## src/verilog/config_fuse_pkg.sv

```systemverilog
// constants, field layout and carrier types of the configuration byte bank
// assumes one 25 MHz clock and a core that reaches the bank by table access
//
// What this block does
// postscale code n divides watchdog by 2**n
// hardware enable forces watchdog on, else software
// reset pin enable: reset on, input off
// bit 2 selects low-power secondary oscillator
// bit 1 sets analog default of five pins
// route bit picks primary or alternate pin
// debugger bit zero enables debugger, reserves pins
// bit 6 enables extended instruction set
// boot block size code selects block words
// dedicated debug port only on large package
// bit 2 enables single-supply programming entry
// stack fault reset enable triggers device reset
// code protect bits zero protect blocks
// zero protects eeprom and boot block code
// write protect bits zero block self-writes
// zero write-protects eeprom and boot block
// config write protect changes only in programming
// table read protect blocks cross-block reads
// unimplemented bits always read as zero
// table access only, zero means programmed
// watchdog base period 4 ms times ratio
// write start begins timed byte write
// clearable bits clear freely, set by erase
package config_fuse_pkg;

    // =====================================================================
    // bank layout
    localparam int          NUM_BYTES = 8;
    localparam logic [21:0] ADDR_WDT  = 22'h300003;
    localparam logic [21:0] ADDR_PIN  = 22'h300005;
    localparam logic [21:0] ADDR_DBG  = 22'h300006;
    localparam logic [21:0] ADDR_CPB  = 22'h300008;
    localparam logic [21:0] ADDR_CPBD = 22'h300009;
    localparam logic [21:0] ADDR_WPB  = 22'h30000a;
    localparam logic [21:0] ADDR_WPBD = 22'h30000b;
    localparam logic [21:0] ADDR_TRP  = 22'h30000c;
    localparam logic [NUM_BYTES-1:0][21:0] BANK_ADDR = {ADDR_TRP, ADDR_WPBD, ADDR_WPB,
        ADDR_CPBD, ADDR_CPB, ADDR_DBG, ADDR_PIN, ADDR_WDT};

    // index of each byte in the bank
    localparam logic [2:0] IDX_WDT  = 3'h0;
    localparam logic [2:0] IDX_PIN  = 3'h1;
    localparam logic [2:0] IDX_DBG  = 3'h2;
    localparam logic [2:0] IDX_CPB  = 3'h3;
    localparam logic [2:0] IDX_CPBD = 3'h4;
    localparam logic [2:0] IDX_WPB  = 3'h5;
    localparam logic [2:0] IDX_WPBD = 3'h6;
    localparam logic [2:0] IDX_TRP  = 3'h7;

    // unprogrammed values, implemented bits, clear-only bits
    localparam logic [NUM_BYTES-1:0][7:0] RESET_VAL  =
        {8'h03, 8'he0, 8'h03, 8'hc0, 8'h03, 8'h85, 8'h83, 8'h1f};
    localparam logic [NUM_BYTES-1:0][7:0] IMPL_MASK  =
        {8'h03, 8'he0, 8'h03, 8'hc0, 8'h03, 8'hfd, 8'h87, 8'h1f};
    localparam logic [NUM_BYTES-1:0][7:0] CLEAR_MASK =
        {8'h03, 8'hc0, 8'h03, 8'hc0, 8'h03, 8'h00, 8'h00, 8'h00};

    // =====================================================================
    // field positions
    localparam int BIT_WDT_EN   = 0;
    localparam int LSB_WDT_PS   = 1;
    localparam int BIT_RST_PIN  = 7;
    localparam int BIT_LP_OSC   = 2;
    localparam int BIT_ANALOG   = 1;
    localparam int BIT_ROUTE    = 0;
    localparam int BIT_DEBUG    = 7;
    localparam int BIT_EXTENDED_INSTR_ENABLE    = 6;
    localparam int LSB_BOOT     = 4;
    localparam int BIT_DBG_PORT = 3;
    localparam int BIT_LVP      = 2;
    localparam int BIT_STACK    = 0;
    localparam int BIT_BLK1     = 1;
    localparam int BIT_BLK0     = 0;
    localparam int BIT_EEPROM   = 7;
    localparam int BIT_BOOT     = 6;
    localparam int BIT_CONFIG   = 5;

    // =====================================================================
    // sizes and timing
    localparam logic [10:0] BOOT_WORDS_LARGE = 11'd1024;
    localparam logic [10:0] BOOT_WORDS_MID   = 11'd512;
    localparam logic [10:0] BOOT_WORDS_SMALL = 11'd256;
    localparam int          CLK_HZ           = 25_000_000;
    localparam int          WDT_BASE_MS      = 4;
    localparam int          WDT_BASE_CYCLES  = CLK_HZ / 1000 * WDT_BASE_MS;
    localparam int          LONG_WRITE_CYCLES = 64;

    // =====================================================================
    // carrier types
    typedef struct packed {
        logic [21:0] addr;   // table pointer
        logic [7:0]  wdata;  // table latch data
        logic        rd;     // table read strobe
        logic        wr;     // table write strobe
    } tbl_req_t;

    typedef struct packed {
        logic [3:0]  watchdog_postscale_select;
        logic        watchdog_hw_enable;
        logic        reset_pin_enable;
        logic        low_power_secondary_osc;
        logic [4:0]  port_analog_default;
        logic        capture_compare2_route;
        logic        debugger_enable;
        logic        debug_pins_reserved;
        logic        extended_instr_enable;
        logic [10:0] boot_block_words;
        logic        dedicated_debug_port_enable;
        logic        single_supply_prog_enable;
        logic        stack_fault_reset_enable;
    } settings_t;

    // each flag high means its region is protected
    typedef struct packed {
        logic [1:0] code_block;
        logic       code_eeprom;
        logic       code_boot;
        logic [1:0] write_block;
        logic       write_eeprom;
        logic       write_boot;
        logic       write_config;
        logic [1:0] read_block;
    } protect_t;

endpackage

```

## src/verilog/wdt_postscale_timer.sv

```systemverilog
// watchdog base tick counter with a selectable power-of-two postscaler
// assumes enable and clear come from logic on the same clock
`timescale 1ns/1ps
module wdt_postscale_timer #(
    parameter int BASE_CYCLES = 100000
) (
    input  wire logic       i_clk,     // system clock
    input  wire logic       i_rst,     // sync reset, high
    input  wire logic       i_ce,      // clock enable
    input  wire logic       i_enable,  // watchdog running
    input  wire logic       i_clear,   // clear counts
    input  wire logic [3:0] i_ps,      // postscale code
    output logic            o_timeout  // one-cycle timeout
);
    localparam int BW = (BASE_CYCLES > 1) ? $clog2(BASE_CYCLES) : 1;

    if (BASE_CYCLES < 1) begin : g_bad_base
        $error("base period must be at least one cycle");
    end

    logic [BW-1:0] base_cnt;
    logic [15:0]   post_cnt;
    logic          tick;
    logic [15:0]   ratio_m1;
    logic          hold;

    // tick once per base period, ratio is 2**code
    assign tick     = (base_cnt == BW'(BASE_CYCLES - 1));
    assign ratio_m1 = 16'((17'h00001 << i_ps) - 17'h00001);
    assign hold     = !i_enable || i_clear;

    // base period counter
    always_ff @(posedge i_clk) begin
        if (i_rst) begin
            base_cnt <= '0;
        end else if (i_ce) begin
            if (hold || tick) begin
                base_cnt <= '0;
            end else begin
                base_cnt <= base_cnt + BW'(1);
            end
        end
    end

    // postscaler and timeout pulse
    always_ff @(posedge i_clk) begin
        if (i_rst) begin
            post_cnt  <= '0;
            o_timeout <= 1'b0;
        end else if (i_ce) begin
            o_timeout <= !hold && tick && (post_cnt == ratio_m1);
            if (hold) begin
                post_cnt <= '0;
            end else if (tick) begin
                post_cnt <= (post_cnt == ratio_m1) ? 16'h0000 : post_cnt + 16'h0001;
            end
        end
    end
endmodule

```

## src/verilog/config_fuse_bank_decode.sv

```systemverilog
// configuration byte bank: table access, timed byte write, decoded settings
// assumes table strobes and control inputs are on i_clk; the reset pin is not
`timescale 1ns/1ps
module config_fuse_bank_decode
    import config_fuse_pkg::*;
#(
    parameter int WDT_BASE     = WDT_BASE_CYCLES,
    parameter int WRITE_CYCLES = LONG_WRITE_CYCLES,
    parameter bit LARGE_PART   = 1'b1,
    parameter bit LARGE_PKG    = 1'b1
) (
    input  wire logic     i_clk,                 // 25 MHz clock
    input  wire logic     i_rst,                 // sync reset, high
    input  wire logic     i_ce,                  // clock enable
    input  wire tbl_req_t i_tbl,                 // table read/write request
    input  wire logic     i_wr_start,            // write-start control bit
    input  wire logic     i_prog_mode,           // device in programming mode
    input  wire logic     i_bulk_erase,          // full erase request
    input  wire logic     i_watchdog_sw_enable,  // software watchdog enable
    input  wire logic     i_wdt_clear,           // clear watchdog counts
    input  wire logic     i_stack_fault,         // stack full or underflow
    input  wire logic     i_reset_pin_n,         // shared reset/input pin
    output logic [7:0]    o_rd_data,             // table read data
    output logic          o_rd_valid,            // read data valid pulse
    output logic          o_wr_busy,             // long write in progress
    output logic          o_wr_done,             // write finished pulse
    output logic          o_wr_refused,          // write dropped pulse
    output settings_t     o_settings,            // decoded settings
    output protect_t      o_protect,             // protection flags
    output logic          o_watchdog_run,        // watchdog running
    output logic          o_watchdog_timeout,    // watchdog timeout pulse
    output logic          o_ext_reset,           // external reset request
    output logic          o_shared_input,        // general input value
    output logic          o_stack_reset          // stack fault reset request
);
    typedef enum logic {ST_IDLE, ST_WRITE} wr_state_t;

    localparam int WCW = (WRITE_CYCLES > 1) ? $clog2(WRITE_CYCLES) : 1;

    if (WRITE_CYCLES < 1 || WDT_BASE < 1) begin : g_bad_param
        $error("write time and watchdog base must be at least one cycle");
    end

    // =====================================================================
    // helpers

    // table address to bank index, bit 3 set on a hit
    function automatic logic [3:0] lookup(input logic [21:0] addr);
        logic [3:0] r;
        r = 4'h0;
        for (int k = 0; k < NUM_BYTES; k++) begin
            if (addr == BANK_ADDR[k]) begin
                r = {1'b1, 3'(k)};
            end
        end
        return r;
    endfunction

    // merge a written byte into a stored byte
    function automatic logic [7:0] merge_byte(input logic [2:0] idx,
                                              input logic [7:0] old,
                                              input logic [7:0] data,
                                              input logic       prog);
        logic [7:0] clr;
        logic [7:0] v;
        clr = CLEAR_MASK[idx];
        v   = (old & clr & data) | (data & ~clr);
        if (idx == IDX_WPBD) begin
            v[BIT_CONFIG] = prog ? data[BIT_CONFIG] : old[BIT_CONFIG];
        end
        return v & IMPL_MASK[idx];
    endfunction

    // boot block size by size code and part size
    function automatic logic [10:0] boot_words(input logic [1:0] code);
        logic [10:0] w;
        w = BOOT_WORDS_SMALL;
        if (code != 2'b00) begin
            w = BOOT_WORDS_MID;
        end
        if (LARGE_PART && code[1]) begin
            w = BOOT_WORDS_LARGE;
        end
        return w;
    endfunction

    // =====================================================================
    // storage and write sequencer
    logic [7:0]     bank [NUM_BYTES];
    wr_state_t      state;
    logic [WCW-1:0] wr_cnt;
    logic [21:0]    wr_addr;
    logic [7:0]     wr_data;
    logic [3:0]     wr_hit;
    logic [3:0]     rd_hit;
    logic           commit;
    logic           wr_allowed;
    logic           erase_ok;

    assign wr_hit     = lookup(wr_addr);
    assign rd_hit     = lookup(i_tbl.addr);
    assign commit     = (state == ST_WRITE) && (wr_cnt == '0);
    assign wr_allowed = wr_hit[3] && (i_prog_mode || bank[IDX_WPBD][BIT_CONFIG]);
    assign erase_ok   = i_prog_mode && i_bulk_erase && (state == ST_IDLE);
    assign o_wr_busy  = (state == ST_WRITE);

    // table latch for address and data
    always_ff @(posedge i_clk) begin
        if (i_rst) begin
            wr_addr <= '0;
            wr_data <= '0;
        end else if (i_ce && i_tbl.wr && state == ST_IDLE) begin
            wr_addr <= i_tbl.addr;
            wr_data <= i_tbl.wdata;
        end
    end

    // self-timed long write
    always_ff @(posedge i_clk) begin
        if (i_rst) begin
            state        <= ST_IDLE;
            wr_cnt       <= '0;
            o_wr_done    <= 1'b0;
            o_wr_refused <= 1'b0;
        end else if (i_ce) begin
            o_wr_done    <= 1'b0;
            o_wr_refused <= 1'b0;
            case (state)
                ST_IDLE: begin
                    if (i_wr_start && !erase_ok) begin
                        state  <= ST_WRITE;
                        wr_cnt <= WCW'(WRITE_CYCLES - 1);
                    end
                end
                ST_WRITE: begin
                    if (commit) begin
                        state        <= ST_IDLE;
                        o_wr_done    <= 1'b1;
                        o_wr_refused <= !wr_allowed;
                    end else begin
                        wr_cnt <= wr_cnt - WCW'(1);
                    end
                end
                default: state <= ST_IDLE;
            endcase
        end
    end

    // one flip-flop byte per bank entry
    for (genvar g = 0; g < NUM_BYTES; g++) begin : g_byte
        always_ff @(posedge i_clk) begin
            if (i_rst) begin
                bank[g] <= RESET_VAL[g];
            end else if (i_ce) begin
                if (erase_ok) begin
                    bank[g] <= RESET_VAL[g];
                end else if (commit && wr_allowed && wr_hit[2:0] == 3'(g)) begin
                    bank[g] <= merge_byte(3'(g), bank[g], wr_data, i_prog_mode);
                end
            end
        end
    end

    // table read, unmapped addresses read zero
    always_ff @(posedge i_clk) begin
        if (i_rst) begin
            o_rd_data  <= '0;
            o_rd_valid <= 1'b0;
        end else if (i_ce) begin
            o_rd_valid <= i_tbl.rd;
            if (i_tbl.rd) begin
                o_rd_data <= rd_hit[3] ? (bank[rd_hit[2:0]] & IMPL_MASK[rd_hit[2:0]])
                                       : 8'h00;
            end
        end
    end

    // =====================================================================
    // decode
    settings_t next_settings;
    protect_t  next_protect;

    // settings and protection flags from the stored bytes
    always_comb begin
        next_settings.watchdog_postscale_select = bank[IDX_WDT][LSB_WDT_PS +: 4];
        next_settings.watchdog_hw_enable        = bank[IDX_WDT][BIT_WDT_EN];
        next_settings.reset_pin_enable          = bank[IDX_PIN][BIT_RST_PIN];
        next_settings.low_power_secondary_osc   = bank[IDX_PIN][BIT_LP_OSC];
        next_settings.port_analog_default       = {5{bank[IDX_PIN][BIT_ANALOG]}};
        next_settings.capture_compare2_route    = bank[IDX_PIN][BIT_ROUTE];
        next_settings.debugger_enable           = !bank[IDX_DBG][BIT_DEBUG];
        next_settings.debug_pins_reserved       = !bank[IDX_DBG][BIT_DEBUG];
        next_settings.extended_instr_enable     = bank[IDX_DBG][BIT_EXTENDED_INSTR_ENABLE];
        next_settings.boot_block_words          = boot_words(bank[IDX_DBG][LSB_BOOT +: 2]);
        next_settings.dedicated_debug_port_enable =
            LARGE_PKG && bank[IDX_DBG][BIT_DBG_PORT];
        next_settings.single_supply_prog_enable = bank[IDX_DBG][BIT_LVP];
        next_settings.stack_fault_reset_enable  = bank[IDX_DBG][BIT_STACK];
        next_protect.code_block   = ~bank[IDX_CPB][BIT_BLK1:BIT_BLK0];
        next_protect.code_eeprom  = !bank[IDX_CPBD][BIT_EEPROM];
        next_protect.code_boot    = !bank[IDX_CPBD][BIT_BOOT];
        next_protect.write_block  = ~bank[IDX_WPB][BIT_BLK1:BIT_BLK0];
        next_protect.write_eeprom = !bank[IDX_WPBD][BIT_EEPROM];
        next_protect.write_boot   = !bank[IDX_WPBD][BIT_BOOT];
        next_protect.write_config = !bank[IDX_WPBD][BIT_CONFIG];
        next_protect.read_block   = ~bank[IDX_TRP][BIT_BLK1:BIT_BLK0];
    end

    // registered decode outputs
    always_ff @(posedge i_clk) begin
        if (i_rst) begin
            o_settings     <= '0;
            o_protect      <= '0;
            o_watchdog_run <= 1'b0;
        end else if (i_ce) begin
            o_settings     <= next_settings;
            o_protect      <= next_protect;
            o_watchdog_run <= next_settings.watchdog_hw_enable || i_watchdog_sw_enable;
        end
    end

    // =====================================================================
    // pins and reset requests
    logic pin_meta;
    logic pin_sync;

    // two-flop synchroniser on the shared pin
    always_ff @(posedge i_clk) begin
        if (i_rst) begin
            pin_meta <= 1'b1;
            pin_sync <= 1'b1;
        end else if (i_ce) begin
            pin_meta <= i_reset_pin_n;
            pin_sync <= pin_meta;
        end
    end

    // pin function and stack reset requests
    always_ff @(posedge i_clk) begin
        if (i_rst) begin
            o_ext_reset    <= 1'b0;
            o_shared_input <= 1'b0;
            o_stack_reset  <= 1'b0;
        end else if (i_ce) begin
            o_ext_reset    <= next_settings.reset_pin_enable && !pin_sync;
            o_shared_input <= !next_settings.reset_pin_enable && pin_sync;
            o_stack_reset  <= next_settings.stack_fault_reset_enable && i_stack_fault;
        end
    end

    // watchdog counter
    wdt_postscale_timer #(
        .BASE_CYCLES(WDT_BASE)
    ) u_wdt (
        .i_clk    (i_clk),
        .i_rst    (i_rst),
        .i_ce     (i_ce),
        .i_enable (o_watchdog_run),
        .i_clear  (i_wdt_clear),
        .i_ps     (o_settings.watchdog_postscale_select),
        .o_timeout(o_watchdog_timeout)
    );
endmodule

```

## config.mk

```make
export PLATFORM = sky130hd
export DESIGN_NAME = config_fuse_bank_decode
export DESIGN_NICKNAME = d
export VERILOG_FILES = /design/src/verilog/config_fuse_pkg.sv /design/src/verilog/wdt_postscale_timer.sv /design/src/verilog/config_fuse_bank_decode.sv
export SDC_FILE = /design/constraint.sdc
export NUM_CORES = 1
export LEC_CHECK = 0
export BUFFER_PORTS_ARGS = -buffer_cell sky130_fd_sc_hd__buf_2
export CORE_AREA = 2 2 159 122
export DETAILED_ROUTE_END_ITERATION = 6
export DIE_AREA = 0 0 161 124
export SETUP_SLACK_MARGIN = 0.05
export SLEW_MARGIN = 15
export SYNTH_ARGS = -nofsm -noshare
export SYNTH_HDL_FRONTEND = slang
export SYNTH_SLANG_ARGS = --single-unit
```

## constraint.sdc

```tcl
create_clock -name i_clk -period 2.8 [get_ports i_clk]
set_input_delay 0.14 -clock i_clk [delete_from_list [all_inputs] [get_ports i_clk]]
set_output_delay 0.14 -clock i_clk [all_outputs]
set_load 0.01 [all_outputs]
```

======== Word level (Yosys, flattened, before mapping) ========
Memories as Yosys holds them, arrays and structs flattened.
Index checks and enable logic that the tools add are counted.
W data, S select, Z words.
operators by class
  add/subtract/negate cells ............... 4
  multiply operators ...................... 0
  divide/modulo/power cells ............... 0
  order comparisons ....................... 1
  equal/unequal tests ..................... 27
  shifts and indexed selects .............. 1
  muxes and demuxes ....................... 101
  bitwise logic cells ..................... 31
  reduce and logical (&&, ||, !) cells .... 44
operators by type and width
  cell                     count
  $eq A22 B22 Y1 const B   16
  $mux W8                  18
  $mux W4                  16
  $mux W1                  57
  $mux W16                 3
  $and A8 B8 Y8            3
  $logic_and A1 B1 Y1      21
  $add A17 B1 Y17 const B  1
  $eq A17 B17 Y1 const B   1
  $mux W17                 1
  $add A16 B1 Y16 const B  1
  $eq A16 B16 Y1           1
  $or A1 B1 Y1             16
  $or A8 B6 Y8             2
  $shl A1 B4 Y16 const A   1
  $sub A16 B1 Y16 const B  1
  $eq A3 B3 Y1 const B     4
  $logic_not A1 Y1         12
  $mux W6                  2
  $pmux W6 S2              1
  $mux W11                 1
  $mux W10                 1
  $and A2 B2 Y2            3
  $eq A3 B2 Y1 const B     2
  other kinds (15)         24
storage, ports and cells
  flip-flop bits (word level) ............. 124
  bits in latches ......................... 0
  RAM bits ................................ 64
  memory bits (read-only) ................. 64
  bits of input ports ..................... 42
  output and inout bits ................... 58
  logic and storage cells ................. 248
  memories ................................ 2
memory list
  name              depth  bits a word  read ports  clocked after Yosys merged registers in  write ports  line                            text
  (name not given)  8      8            1           0                                        0            config_fuse_bank_decode.sv:172  o_rd_data <= rd_hit[3] ? (bank[rd_hit[2:0]] & IMPL_MASK[rd_hit[2:0]])
  bank              8      8            9           0                                        8            config_fuse_bank_decode.sv:89   logic [7:0] bank [NUM_BYTES];

======== Longest topological paths before layout ========
Gate-level depths: netlist of run 1.
  depth after elaboration ................. 18
  depth in mapped cells ................... 13
  mapped depth without buffers ............ 10

======== Modules after synthesis ========
Synthesis of run 1 repeated with hierarchy kept, for this count alone.
unflattened totals
  cell total of the unflattened synthesis .. 871
  area, all modules ....................... 7,425.9 µm²
by module, submodules not included
  module                   times used  cells each  area each (µm²)  seq. area each (µm²)
  config_fuse_bank_decode  1           551         4,923.5          2,452.4
  wdt_postscale_timer      1           320         2,502.4          680.7

======== Worst setup path before layout of run 1 ========
OpenSTA, ideal clock, no wires.
  path kind ............................... reg2reg
  from .................................... register o_settings[27] (netlist name)
  to ...................................... register u_wdt.post_cnt[4]
  library setup time ...................... 0.122 ns
  data arrival time ....................... 2.733 ns
  required time ........................... 2.678 ns
  slack ................................... -0.056 ns
  stages on the path, launching flop included .. 14
  buffers on the path ..................... 3
  period minus slack after synthesis ...... 2.856 ns
  cells stage by stage .................... dfxtp_1 > buf_2 > nor2_1 > nand3_1 > ha_1 > buf_2 > a2111oi_0 > a221oi_1 > nor4_1 > and4_1 > nand3_2 > buf_2 > a22oi_1 > o21ai_1
on the way
  word-level cells in the longest chain between the ends .. 6
ends and longest elaborated chain
  what                  line                       text
  $shl A1 B4 Y16        wdt_postscale_timer.sv:29  assign ratio_m1 = 16'((17'h00001 << i_ps) - 17'h00001);
  $sub A16 B1 Y16       wdt_postscale_timer.sv:29
  $eq A16 B16 Y1        wdt_postscale_timer.sv:55  post_cnt <= (post_cnt == ratio_m1) ? 16'h0000 : post_cnt + 16'h0001;
  $mux W16              wdt_postscale_timer.sv:55
  $mux W16              wdt_postscale_timer.sv:54  end else if (tick) begin
  $mux W16              wdt_postscale_timer.sv:52  if (hold) begin
  to (signal assigned)  wdt_postscale_timer.sv:55
  to (decl)             wdt_postscale_timer.sv:22  logic [15:0] post_cnt;
No other way between the ends. The select of a mux whose other input is x is not followed.
A chain may end at the register's enable or synchronous reset.

======== Worst setup path in the final report of run 1 ========
  from .................................... input port i_tbl[22] in the netlist's numbering
  to ...................................... register o_rd_data[1]
on the way
  word-level cells in the longest chain between the ends .. 12
  elaborated cells between the ends (all ways) .. 21
  classes of those cells .................. 8 x eq/ne; 10 x mux; 1 x bitwise; 2 x memory
ends and longest elaborated chain
  what                           line                            text
  from (decl)                    config_fuse_bank_decode.sv:15   input wire tbl_req_t i_tbl,
  $eq A22 B22 Y1                 config_fuse_bank_decode.sv:52   if (addr == BANK_ADDR[k]) begin
  $mux W4 (6 in series)          config_fuse_bank_decode.sv:52
  $mux W4 (*)                    config_fuse_bank_decode.sv:52
  $mem_v2 Z8 W8                  n/a
  $mux W8 (not written as such)  config_fuse_bank_decode.sv:172
  $and A8 B8 Y8                  config_fuse_bank_decode.sv:172
  $mux W8 (*)                    config_fuse_bank_decode.sv:172
  to (signal assigned)           config_fuse_bank_decode.sv:172
  to (decl)                      config_fuse_bank_decode.sv:23   output logic [7:0] o_rd_data,
Every way passes the cells marked *; elsewhere a longest branch is shown, timed or not. The select of a mux whose other input is x is not followed.

==> results of run 1 <==
[flip-flops by register name, summed over array words and instances, names as in the netlist, 6 cells and up]
signal,flops
u_wdt.base_cnt,17
u_wdt.post_cnt,16
wr_cnt,6
wr_addr,22
o_protect,11
o_settings,17
bank,27
o_rd_data,8
wr_data,8
[logic make-up after synthesis]
family / share of synthesized area (%)
AO/OA/AOI/OAI: 16.2
XOR/XNOR: 2.90
adder cells (fa/ha/maj): 1.03
buffers and inverters: 5.64
flip-flops: 43.2
multiplexers: 3.59
other: 0.0517
AND/OR/NAND/NOR: 27.4
[final cells by class]
cell class / instances / area, µm²
timing repair buffer: 155 / 1010
clock inverter: 9 / 67.6
inverter: 19 / 71.3
antenna: 1 / 2.50
multi-input combinational: 635 / 3810
clock buffer: 23 / 532
fill: 1795 / 9360
tap: 247 / 309
sequential: 143 / 3130
[worst max-delay path by stage]
stage / start / end / slack [ns]
6_report: i_tbl[22] / o_rd_data[1]$_SDFFE_PP0P_ / 0.21
4_1_cts: o_settings[27]$_SDFFE_PP0P_ / u_wdt.post_cnt[2]$_SDFFE_PP0P_ / 0.10
3_3_place_gp: o_settings[27]$_SDFFE_PP0P_ / u_wdt.post_cnt[6]$_SDFFE_PP0P_ / 0.19
2_1_floorplan: o_settings[29]$_SDFFE_PP0P_ / u_wdt.post_cnt[4]$_SDFFE_PP0P_ / 0.07
5_1_grt: o_settings[29]$_SDFFE_PP0P_ / u_wdt.post_cnt[2]$_SDFFE_PP0P_ / 0.03
3_5_place_dp: o_settings[27]$_SDFFE_PP0P_ / u_wdt.post_cnt[6]$_SDFFE_PP0P_ / 0.12
[per-stage QoR]
| step | cells | setup WS (ns) |
|---|---|---|
| after global placement | 1166 | 0.190 |
| after floorplan | 866 | 0.0676 |
| after detailed placement | 1166 | 0.119 |
| final | 1232 | 0.209 |
| after CTS | 1227 | 0.102 |
| after global routing | 1232 | 0.0255 |
[routing by layer]
metal | global-route usage, % | wire length [µm]
met4 | 4.63 | 138
met5 | 0 | 0
met3 | 4.80 | 1230
met2 | 28.2 | 8290
met1 | 29.2 | 9810
[cell usage after synthesis (6+ instances only)]
cell        n  share of area (%)
o21ai_0    21                1.4
nor4_1     12                1.0
and3_1     10               0.86
o21ai_1     9               0.62
nand3b_1    6               0.62
edfxtp_1   27                 11
clkbuf_1   35                1.8
nor2b_1    15                1.3
o211ai_1    8               0.83
nand2_1   130                6.7
a21o_1     12                1.2
or3_1       6               0.52
buf_1       6               0.31
buf_4      15                1.6
a31oi_1     7               0.60
nand3_1    25                1.7
buf_2      12               0.83
nor2_1     94                4.9
and2_1      6               0.52
nand2b_1   17                1.5
nand4_1    17                1.5
inv_1      19               0.98
xor2_1     16                1.9
nor3_1     11               0.76
a21oi_1    56                3.9
a211oi_1   20                2.1
xnor2_1     8               0.97
or2_1       8               0.69
mux2i_1    26                3.6
ha_1        6                1.0
dfxtp_1   116                 32
[power by group through the flow]
stage | Clock [mW] | Combinational, mW | Sequential [mW]
after global routing | 2.37 | 0.596 | 2.22
after detailed placement | 0 | 0.485 | 2.25
final | 2.25 | 0.539 | 2.21
after global placement | 0 | 0.482 | 2.25
after floorplan | 0 | 0.333 | 2.25
after CTS | 2.29 | 0.518 | 2.21
[timing repair]
action,in CTS,in global routing
gates resized for setup,0,11
hold buffers,29,0
setup buffers,0,4
hold endpoints to repair,29,0
endpoints found under the setup margin,0,36
[layout by cell type, fill, tap and decap left out, types with 5 or more instances in the layout]
| master | Yosys | final |
|---|---|---|
| nor2b_1 | 15 | 15 |
| a21oi_1 | 56 | 55 |
| xnor2_1 | 8 | 8 |
| o21ai_0 | 21 | 21 |
| buf_4 | 15 | 34 |
| or2_1 | 8 | 8 |
| nand2b_1 | 17 | 17 |
| clkbuf_16 | 0 | 20 |
| o211ai_1 | 8 | 8 |
| a21o_1 | 12 | 12 |
| a31oi_1 | 7 | 7 |
| or3_1 | 6 | 6 |
| xor2_1 | 16 | 16 |
| nand2_1 | 130 | 130 |
| dlygate4sd3_1 | 0 | 29 |
| nand4_1 | 17 | 17 |
| nor4_1 | 12 | 11 |
| mux2i_1 | 26 | 26 |
| edfxtp_1 | 27 | 27 |
| and2_1 | 6 | 6 |
| a211oi_1 | 20 | 20 |
| o21ai_1 | 9 | 9 |
| nor2_1 | 94 | 93 |
| ha_1 | 6 | 5 |
| conb_1 | 1 | 8 |
| nor3_1 | 11 | 11 |
| inv_1 | 19 | 19 |
| dfxtp_1 | 116 | 116 |
| buf_2 | 12 | 91 |
| nand3_1 | 25 | 25 |
| and3_1 | 10 | 10 |
| nand3b_1 | 6 | 6 |
[worst min-delay path: stages]
cell and delay (ns):
buf_2 0.16, nand2_1 0.07, a21oi_1 0.06
==> summary.txt, run 1 <==
Worst hold path class: input port to register
Root buffer cell: clkbuf_16
TritonCTS clock tree: built
Reg-to-reg setup timing slack: 0.23 ns
Inserted Clock Buffers: 17
Ports: 100
Worst path most repeated cell: or4_4
Ys Warns: 0
Maximum clock path buffer count: 2
CP max FO: 2
CP bufs+invs: 2
Register clock-pin slew on the reported worst setup and hold paths: 0.06 ns
Placed instance area: 0.00795 mm²
DIE AREA: 0.0200 mm²
Critical R2R Capture: u_wdt.post_cnt[2]$_SDFFE_PP0P_
Final Util: 48.8%
Global Route Usage Sum: 19.6%
Clk_lat worst skew: 0.42 ns
Hold path endpoint: wr_addr[0]$_SDFFE_PP0P_
Setup-failing EPs final: 0
Least-Margin Pin Slew: 0.981 ns
Mapped Cells: 859
H-tree levels: 4
Leak pwr: 3.37 nW
Detailed Place HPWL: 13.9 mm
Number of port buffers: 91
Worst Min Path Start: i_tbl[10]
Tcrit/Tclk final: 92.5%
First-pass GRT wire length: 30.5 mm
CP max-delay cell: or4_4
Vias after detailed routing: 6,447
Clock Skews: 0.0126 ns
Hold_ws: 0.0579 ns
Largest net degree at the start of global routing: 42
Clock Sinks: 143
Max-cap violations: 0
Cell Pwr Density: 559 mW/mm²
Max-slew headroom: 34.4%
EDFF count, synth: 27
Minimum clock period: 2.59 ns
FFs w/ async S/R, synth: 0%
Area delta synth->final: 23.2%
Final nets: 1,019
Top Family by Delay on Critical Path: simple AND/OR/NAND/NOR gates
1st-pass router iterations: 5
Post-Syn Area per Cell: 8.44 µm²
ANT nets after route: 0
P_int: 3.73 mW
Worst path depth: 9
Final instance area: 0.00893 mm²
VDD IR max: 333 µV
FP Rows: 43
DRT iter0 DRCs: 521
Initial antenna violation count: 1
Cell area after synthesis: 0.00725 mm²
Worst Path Required: 3.16 ns
Net switching power: 1.27 mW
Switching share of power: 25.3%
Initial core utilization: 39.7%
Primary FF master, synth: dfxtp_1
Comb power frac: 10.8%
Sequential share of power: 44.2%
Vias in the first global route: 5,791
Die X: 161 µm
Overall Power: 5.00 mW
Die H: 124 µm
Routed WL: 19.5 mm
CP Launch Type: input port
Max incr delay on CP: 0.57 ns
CP endpoint kind: register
Clock share of power: 45.0%
Final hold violations: 0
Critical Path AT: 2.95 ns
# DRC: 0
Synth Register Bits: 143
R2r startpoint: o_settings[26]$_SDFFE_PP0P_
Synth cell types: 79
Max-slew violations: 0
RSZ-0062 raised after global routing: true
Maximum clock frequency: 0.386 GHz
Status: finished, final reports clean
Sequential cell area fraction in the yosys report: 43.2%
Post-DR vias/cell: 5.23
Final GP Congestion: 0.945
Core area: 0.0183 mm²
Kind of critical path: input port to register
Worst hold path cell count: 3
Layout cell share with drive strength beyond 1: 18.5%
Setup total negative slack: 0 ns
Total grt overflow: 0
Cells along the critical path: dlygate4sd3_1 > buf_2 > or4_4 > nor4_4 > nand4_1 > or2_1 > ha_1 > or4_4 > o211ai_2
R2r worst-path depth: 12
DR WL/cell: 15.8 µm
Power figures use the tool's default switching activity.
==> run 2, diff against run 1 <==
PLACE_DENSITY_LB_ADDON = 0.05   (was unset)
REMOVE_ABC_BUFFERS = 1   (was unset)
==> run 2 against run 1 <==
  * Total power grew 4.9%
  * Sequential power is essentially flat
  * Critical endpoint is now u_wdt.post_cnt[12]$_SDFFE_PP0P_
  * Largest power group unchanged
  * Via count grew 2.4%
  * Wire length grew 2.7%
==> summary.txt, run 2 (synthesis results as in run 1) <==
Placed instance area: 0.00800 mm² (+0.63%)
Final GP Congestion: 0.870 (-7.9%)
Root buffer cell: clkbuf_16
CP max-delay cell: a2111oi_0
Layout cell share with drive strength beyond 1: 18.7% (+0.25 points)
Core area: 0.0183 mm² (unchanged)
Maximum clock frequency: 0.386 GHz (-0.10%)
Area delta synth->final: 24.6%
RSZ-0062 raised after global routing: false
Die H: 124 µm (unchanged)
Multi-input gate area: 0.00380 mm² (-0.26%)
First-pass GRT wire length: 32.1 mm (+5.2%)
Largest register FFs: 27 (unchanged)
Status: finished, final reports clean
Total grt overflow: 0 (unchanged)
Setup-failing EPs final: 0 (unchanged)
VDD IR max: 322 µV (-3.3%)
Critical Path AT: 2.89 ns (-0.06 ns)
Reg area: 0.00314 mm² (+0.16%)
Maximum clock path buffer count: 2 (unchanged)
Routed WL: 20.0 mm (+2.7%)
Post-DR vias/cell: 5.35 (+2.3%)
FP Rows: 43 (unchanged)
Ports: 100 (unchanged)
Final hold violations: 0 (unchanged)
Global Route Usage Sum: 20.5% (+0.90 points)
DRT iter0 DRCs: 466 (-11%)
Cell Pwr Density: 580 mW/mm² (+3.8%)
H-tree levels: 4 (unchanged)
Kind of critical path: register to register
Top flop regs: bank (27), wr_addr (22)
CP max FO: 21 (+19)
Final Util: 49.4% (+0.55 points)
DR WL/cell: 16.2 µm (+2.5%)
Fill cell count: 1,778 (-0.95%)
CP Launch Type: register
# DRC: 0 (unchanged)
Vias after detailed routing: 6,604 (+2.4%)
Initial core utilization: 39.7% (unchanged)
Tcrit/Tclk final: 92.6% (+0.093 points)
Worst Path Required: 3.10 ns (-0.06 ns)
Max-cap violations: 0 (unchanged)
Clk_lat worst skew: 0.42 ns (about the same)
Clock Skews: 0.0114 ns (-0.00114 ns)
1st-pass router iterations: 5 (unchanged)
Diode count: 0 (-1)
Cells along the critical path: nor2_2 > nand2_1 > ha_4 > buf_12 > a2111oi_0 > a221oi_1 > nor4_1 > and4_1 > nand3_4 > buf_6 > nand4b_1 > o221ai_1
Commonest cells after routing, fill and taps aside: nand2_1 (129), dfxtp_1 (114), nor2_1 (92)
Detailed Place HPWL: 14.6 mm (+5.4%)
Max incr delay on CP: 0.38 ns (-0.19 ns)
Vias in the first global route: 6,266 (+8.2%)
DIE AREA: 0.0200 mm² (unchanged)
Initial antenna violation count: 0 (-1)
Leak pwr: 3.42 nW (+1.3%)
CP endpoint kind: register
Largest Register: bank
Max-slew violations: 0 (unchanged)
TritonCTS clock tree: built
Largest net degree at the start of global routing: 36 (-14%)
Clock Sinks: 143 (unchanged)
Inserted Clock Buffers: 17 (unchanged)
Minimum clock period: 2.59 ns (+0.00262 ns)
Worst hold path class: input port to register
Final instance area: 0.00903 mm² (+1.1%)
Commonest non-fill, non-tap cell in the layout: nand2_1
Register clock-pin slew on the reported worst setup and hold paths: 0.06 ns (about the same)
Number of port buffers: 91 (unchanged)
ANT nets after route: 0 (unchanged)
Final nets: 1,022 (+0.29%)
Die X: 161 µm (unchanged)
Max-slew headroom: 31.3% (-3.1 points)
Least-Margin Pin Slew: 1.03 ns (+0.0439 ns)
-- run 2: critical path, delay by kind of cell (launching register included) --
kind	cells	cell delay, ns
AOI/OAI and AO/OA	3	0.58
adders and majority gates	1	0.19
buffers and inverters	2	0.34
DFF	1	0.32
and+or+nand+nor	6	1.05
-- run 2: metrics by stage --
stage	instances	worst slack (ns)	TNS, ns	hold slack (ns)	total power [mW]
detailed placement	1171	0.0468	0	0.351	2.76
floorplan	797	-0.658	-9.33	0.209	2.51
global route	1234	0.0566	0	0.0693	5.46
global placement	1171	0.0687	0	0.349	2.74
CTS	1233	0.0675	0	0.0380	5.29
finish	1234	0.207	0	0.0540	5.24
-- run 2: area by class of cell --
cell class,count,area share (%)
Multi-Input combinational cell,635,42.0
Sequential cell,143,34.7
Timing Repair Buffer,158,11.8
Clock buffer,24,5.57
Tap cell,247,3.42
Clock inverter,8,1.66
Inverter,19,0.789
-- run 2: what timing repair did --
item                       4_1_cts  5_1_grt
gates resized for setup          3       14
hold endpoints to repair        30        0
hold buffers                    30        0
pin swaps                        0        5
cloned                           0        0
setup buffers                    0        1
setup endpoints to repair        1       18
-- run 2: routing by layer --
metal  routed length (µm)  GRT usage (%)
met1                 9840           28.5
met2                 8900           32.5
met3                 1010           4.06
met4                  238           5.86
met5                    0              0
-- run 2: path summary, 6_finish.rpt --
check,from,endpoint,slack [ns],depth (start not counted)
setup reg to reg,o_settings[28]$_SDFFE_PP0P_,u_wdt.post_cnt[12]$_SDFFE_PP0P_,0.21,12
setup / recovery,o_settings[28]$_SDFFE_PP0P_,u_wdt.post_cnt[12]$_SDFFE_PP0P_,0.21,12
hold / removal,i_tbl[10],wr_addr[0]$_SDFFE_PP0P_,0.05,3
hold reg to reg,wr_addr[4]$_SDFFE_PP0P_,wr_addr[4]$_SDFFE_PP0P_,0.45,2
-- run 2: power by group --
group          leakage [nW]  total (mW)  internal, mW  switching, mW
Sequential             1.15        2.21          2.16         0.0533
Combinational          1.95       0.547         0.233          0.314
Clock                 0.316        2.48          1.62          0.862
==> run 3, diff against run 2 <==
PLACE_DENSITY_LB_ADDON = 0.12   (was 0.05)
==> run 3 against run 2 <==
  * Die area stayed put
  * Cell count rose by 0.89%
  * Global-route usage is 0.70 points lower
  * Via count down 1.5%
  * Combinational power grew 3%
  * Critical path depth fell by 2
  * Wire length is 3.9% lower
  * Total power shrank 5.8%
  * Critical path type is now input port to register
==> summary.txt, run 3 (synthesis results as in run 1) <==
Routed WL: 19.2 mm (-3.9%)
Hold_ws: 0.0453 ns (-0.00871 ns)
Tcrit/Tclk final: 94.6% (+2.0 points)
Largest register FFs: 27 (unchanged)
Reg-to-reg setup timing slack: 0.21 ns (about the same)
Max-slew violations: 0 (unchanged)
VDD IR max: 364 µV (+13%)
Post-DR vias/cell: 5.22 (-2.4%)
Total grt overflow: 0 (unchanged)
Critical R2R Capture: u_wdt.post_cnt[2]$_SDFFE_PP0P_
Worst hold path cell count: 3 (unchanged)
DRT iter0 DRCs: 499 (+7.1%)
CP max FO: 2 (-90%)
Clock Skews: 0.00997 ns (-0.00144 ns)
Initial antenna violation count: 0 (unchanged)
Largest net degree at the start of global routing: 62 (+72%)
Initial core utilization: 39.7% (unchanged)
Commonest non-fill, non-tap cell in the layout: nand2_1
CP startpoint: i_tbl[22]
Clock Sinks: 143 (unchanged)
RSZ-0062 raised after global routing: false
Max-cap violations: 0 (unchanged)
FP Rows: 43 (unchanged)
Commonest cells after routing, fill and taps aside: nand2_1 (129), dfxtp_1 (112), nor2_1 (93)
Area delta synth->final: 24.5% (about the same)
Layout cell share with drive strength beyond 1: 19.9% (+1.2 points)
Critical Path AT: 3.00 ns (+0.11 ns)
Core area: 0.0183 mm² (unchanged)
Setup-failing EPs final: 0 (unchanged)
Setup total negative slack: 0 ns (unchanged)
Ports: 100 (unchanged)
Least-Margin Pin Slew: 0.884 ns (-0.141 ns)
Worst hold path class: input port to register
Hold path endpoint: wr_addr[0]$_SDFFE_PP0P_
Diode count: 0 (unchanged)
Register clock-pin slew on the reported worst setup and hold paths: 0.06 ns (about the same)
Maximum clock path buffer count: 2 (unchanged)
First-pass GRT wire length: 30.9 mm (-3.7%)
Vias in the first global route: 5,835 (-6.9%)
ANT nets after route: 0 (unchanged)
Detailed Place HPWL: 13.6 mm (-7.1%)
Clk_lat worst skew: 0.43 ns (about the same)
Largest Register: bank
Maximum clock frequency: 0.377 GHz (-2.1%)
R2r startpoint: o_settings[27]$_SDFFE_PP0P_
Leak pwr: 3.42 nW (+0.19%)
Final hold violations: 0 (unchanged)
DR WL/cell: 15.4 µm (-4.8%)
Top flop regs: bank (27), wr_addr (22)
1st-pass router iterations: 6 (+1)
Kind of critical path: input port to register
Die X: 161 µm (unchanged)
Number of port buffers: 91 (unchanged)
Final GP Congestion: 0.832 (-4.3%)
Max-slew headroom: 40.8% (+9.4 points)
R2r worst-path depth: 13 (+1)
Die H: 124 µm (unchanged)
Root buffer cell: clkbuf_16
CP Launch Type: input port
Final nets: 1,033 (+1.1%)
# DRC: 0 (unchanged)
CP endpoint kind: register
Worst Path Required: 3.15 ns (+0.05 ns)
Status: finished, final reports clean
Global Route Usage Sum: 19.8% (-0.70 points)
TritonCTS clock tree: built
Cell Pwr Density: 547 mW/mm² (-5.8%)
H-tree levels: 4 (unchanged)
DIE AREA: 0.0200 mm² (unchanged)
Minimum clock period: 2.65 ns (+0.0560 ns)
Inserted Clock Buffers: 17 (unchanged)
Worst Min Path Start: i_tbl[10]
Vias after detailed routing: 6,505 (-1.5%)
run 3: per-layer routing:
layer  global-route usage (%)  share of wire [%]  up-vias
li1                         -                  -     3287
met1                     29.9                 52     3046
met2                     27.8                 42      157
met3                     4.73                5.5       15
met4                     5.25               0.71        0
met5                        0                  0        -
run 3: worst max-delay path, stage by stage:
cell and delay (ns):
dlygate4sd3_1 0.53, buf_2 0.13, or4_4 0.55, nor4_1 0.21, nand4_1 0.24, a21oi_1 0.26, ha_1 0.23, nand2_1 0.08
or4_1 0.48, a21oi_1 0.15
run 3: worst max path at each step:
stage                                 endpoint  slack, ns
3_5_place_dp    u_wdt.post_cnt[2]$_SDFFE_PP0P_      -0.04
2_1_floorplan  u_wdt.post_cnt[12]$_SDFFE_PP0P_      -0.66
4_1_cts         u_wdt.post_cnt[2]$_SDFFE_PP0P_       0.06
6_report             o_rd_data[5]$_SDFFE_PP0P_       0.15
5_1_grt         u_wdt.post_cnt[2]$_SDFFE_PP0P_       0.05
3_3_place_gp    u_wdt.post_cnt[2]$_SDFFE_PP0P_      -0.02
run 3: report_power, final:
part           switching, mW  internal, mW
combinational          0.317         0.248
sequential            0.0512          2.16
clock                  0.926          1.24
run 3: per-stage QoR:
step | instances | total power, mW | setup slack (ns) | utilization (%) | area [µm²]
6_report | 1245 | 4.94 | 0.151 | 49.4 | 9030
4_1_cts | 1242 | 4.98 | 0.0599 | 48.9 | 8940
5_1_grt | 1245 | 5.16 | 0.0526 | 49.4 | 9030
3_3_place_gp | 1180 | 2.76 | -0.0220 | 44.1 | 8070
2_1_floorplan | 797 | 2.51 | -0.658 | - | 6940
3_5_place_dp | 1180 | 2.76 | -0.0361 | 44.1 | 8070
run 3: what timing repair did:
item,CTS,global route
hold endpoints to repair,30,0
hold buffers,30,0
setup endpoints to repair,10,17
buffers inserted,0,1
pin swaps,0,3
resized for setup,4,18
cloned,0,2
run 3: layout make-up:
| cell class | instances | area (µm²) |
|---|---|---|
| multi-input combinational | 635 | 3800 |
| inverter | 19 | 71.3 |
| sequential | 143 | 3140 |
| clock inverter | 14 | 130 |
| tap | 247 | 309 |
| timing repair buffer | 169 | 1150 |
| fill | 1832 | 9260 |
| clock buffer | 18 | 429 |
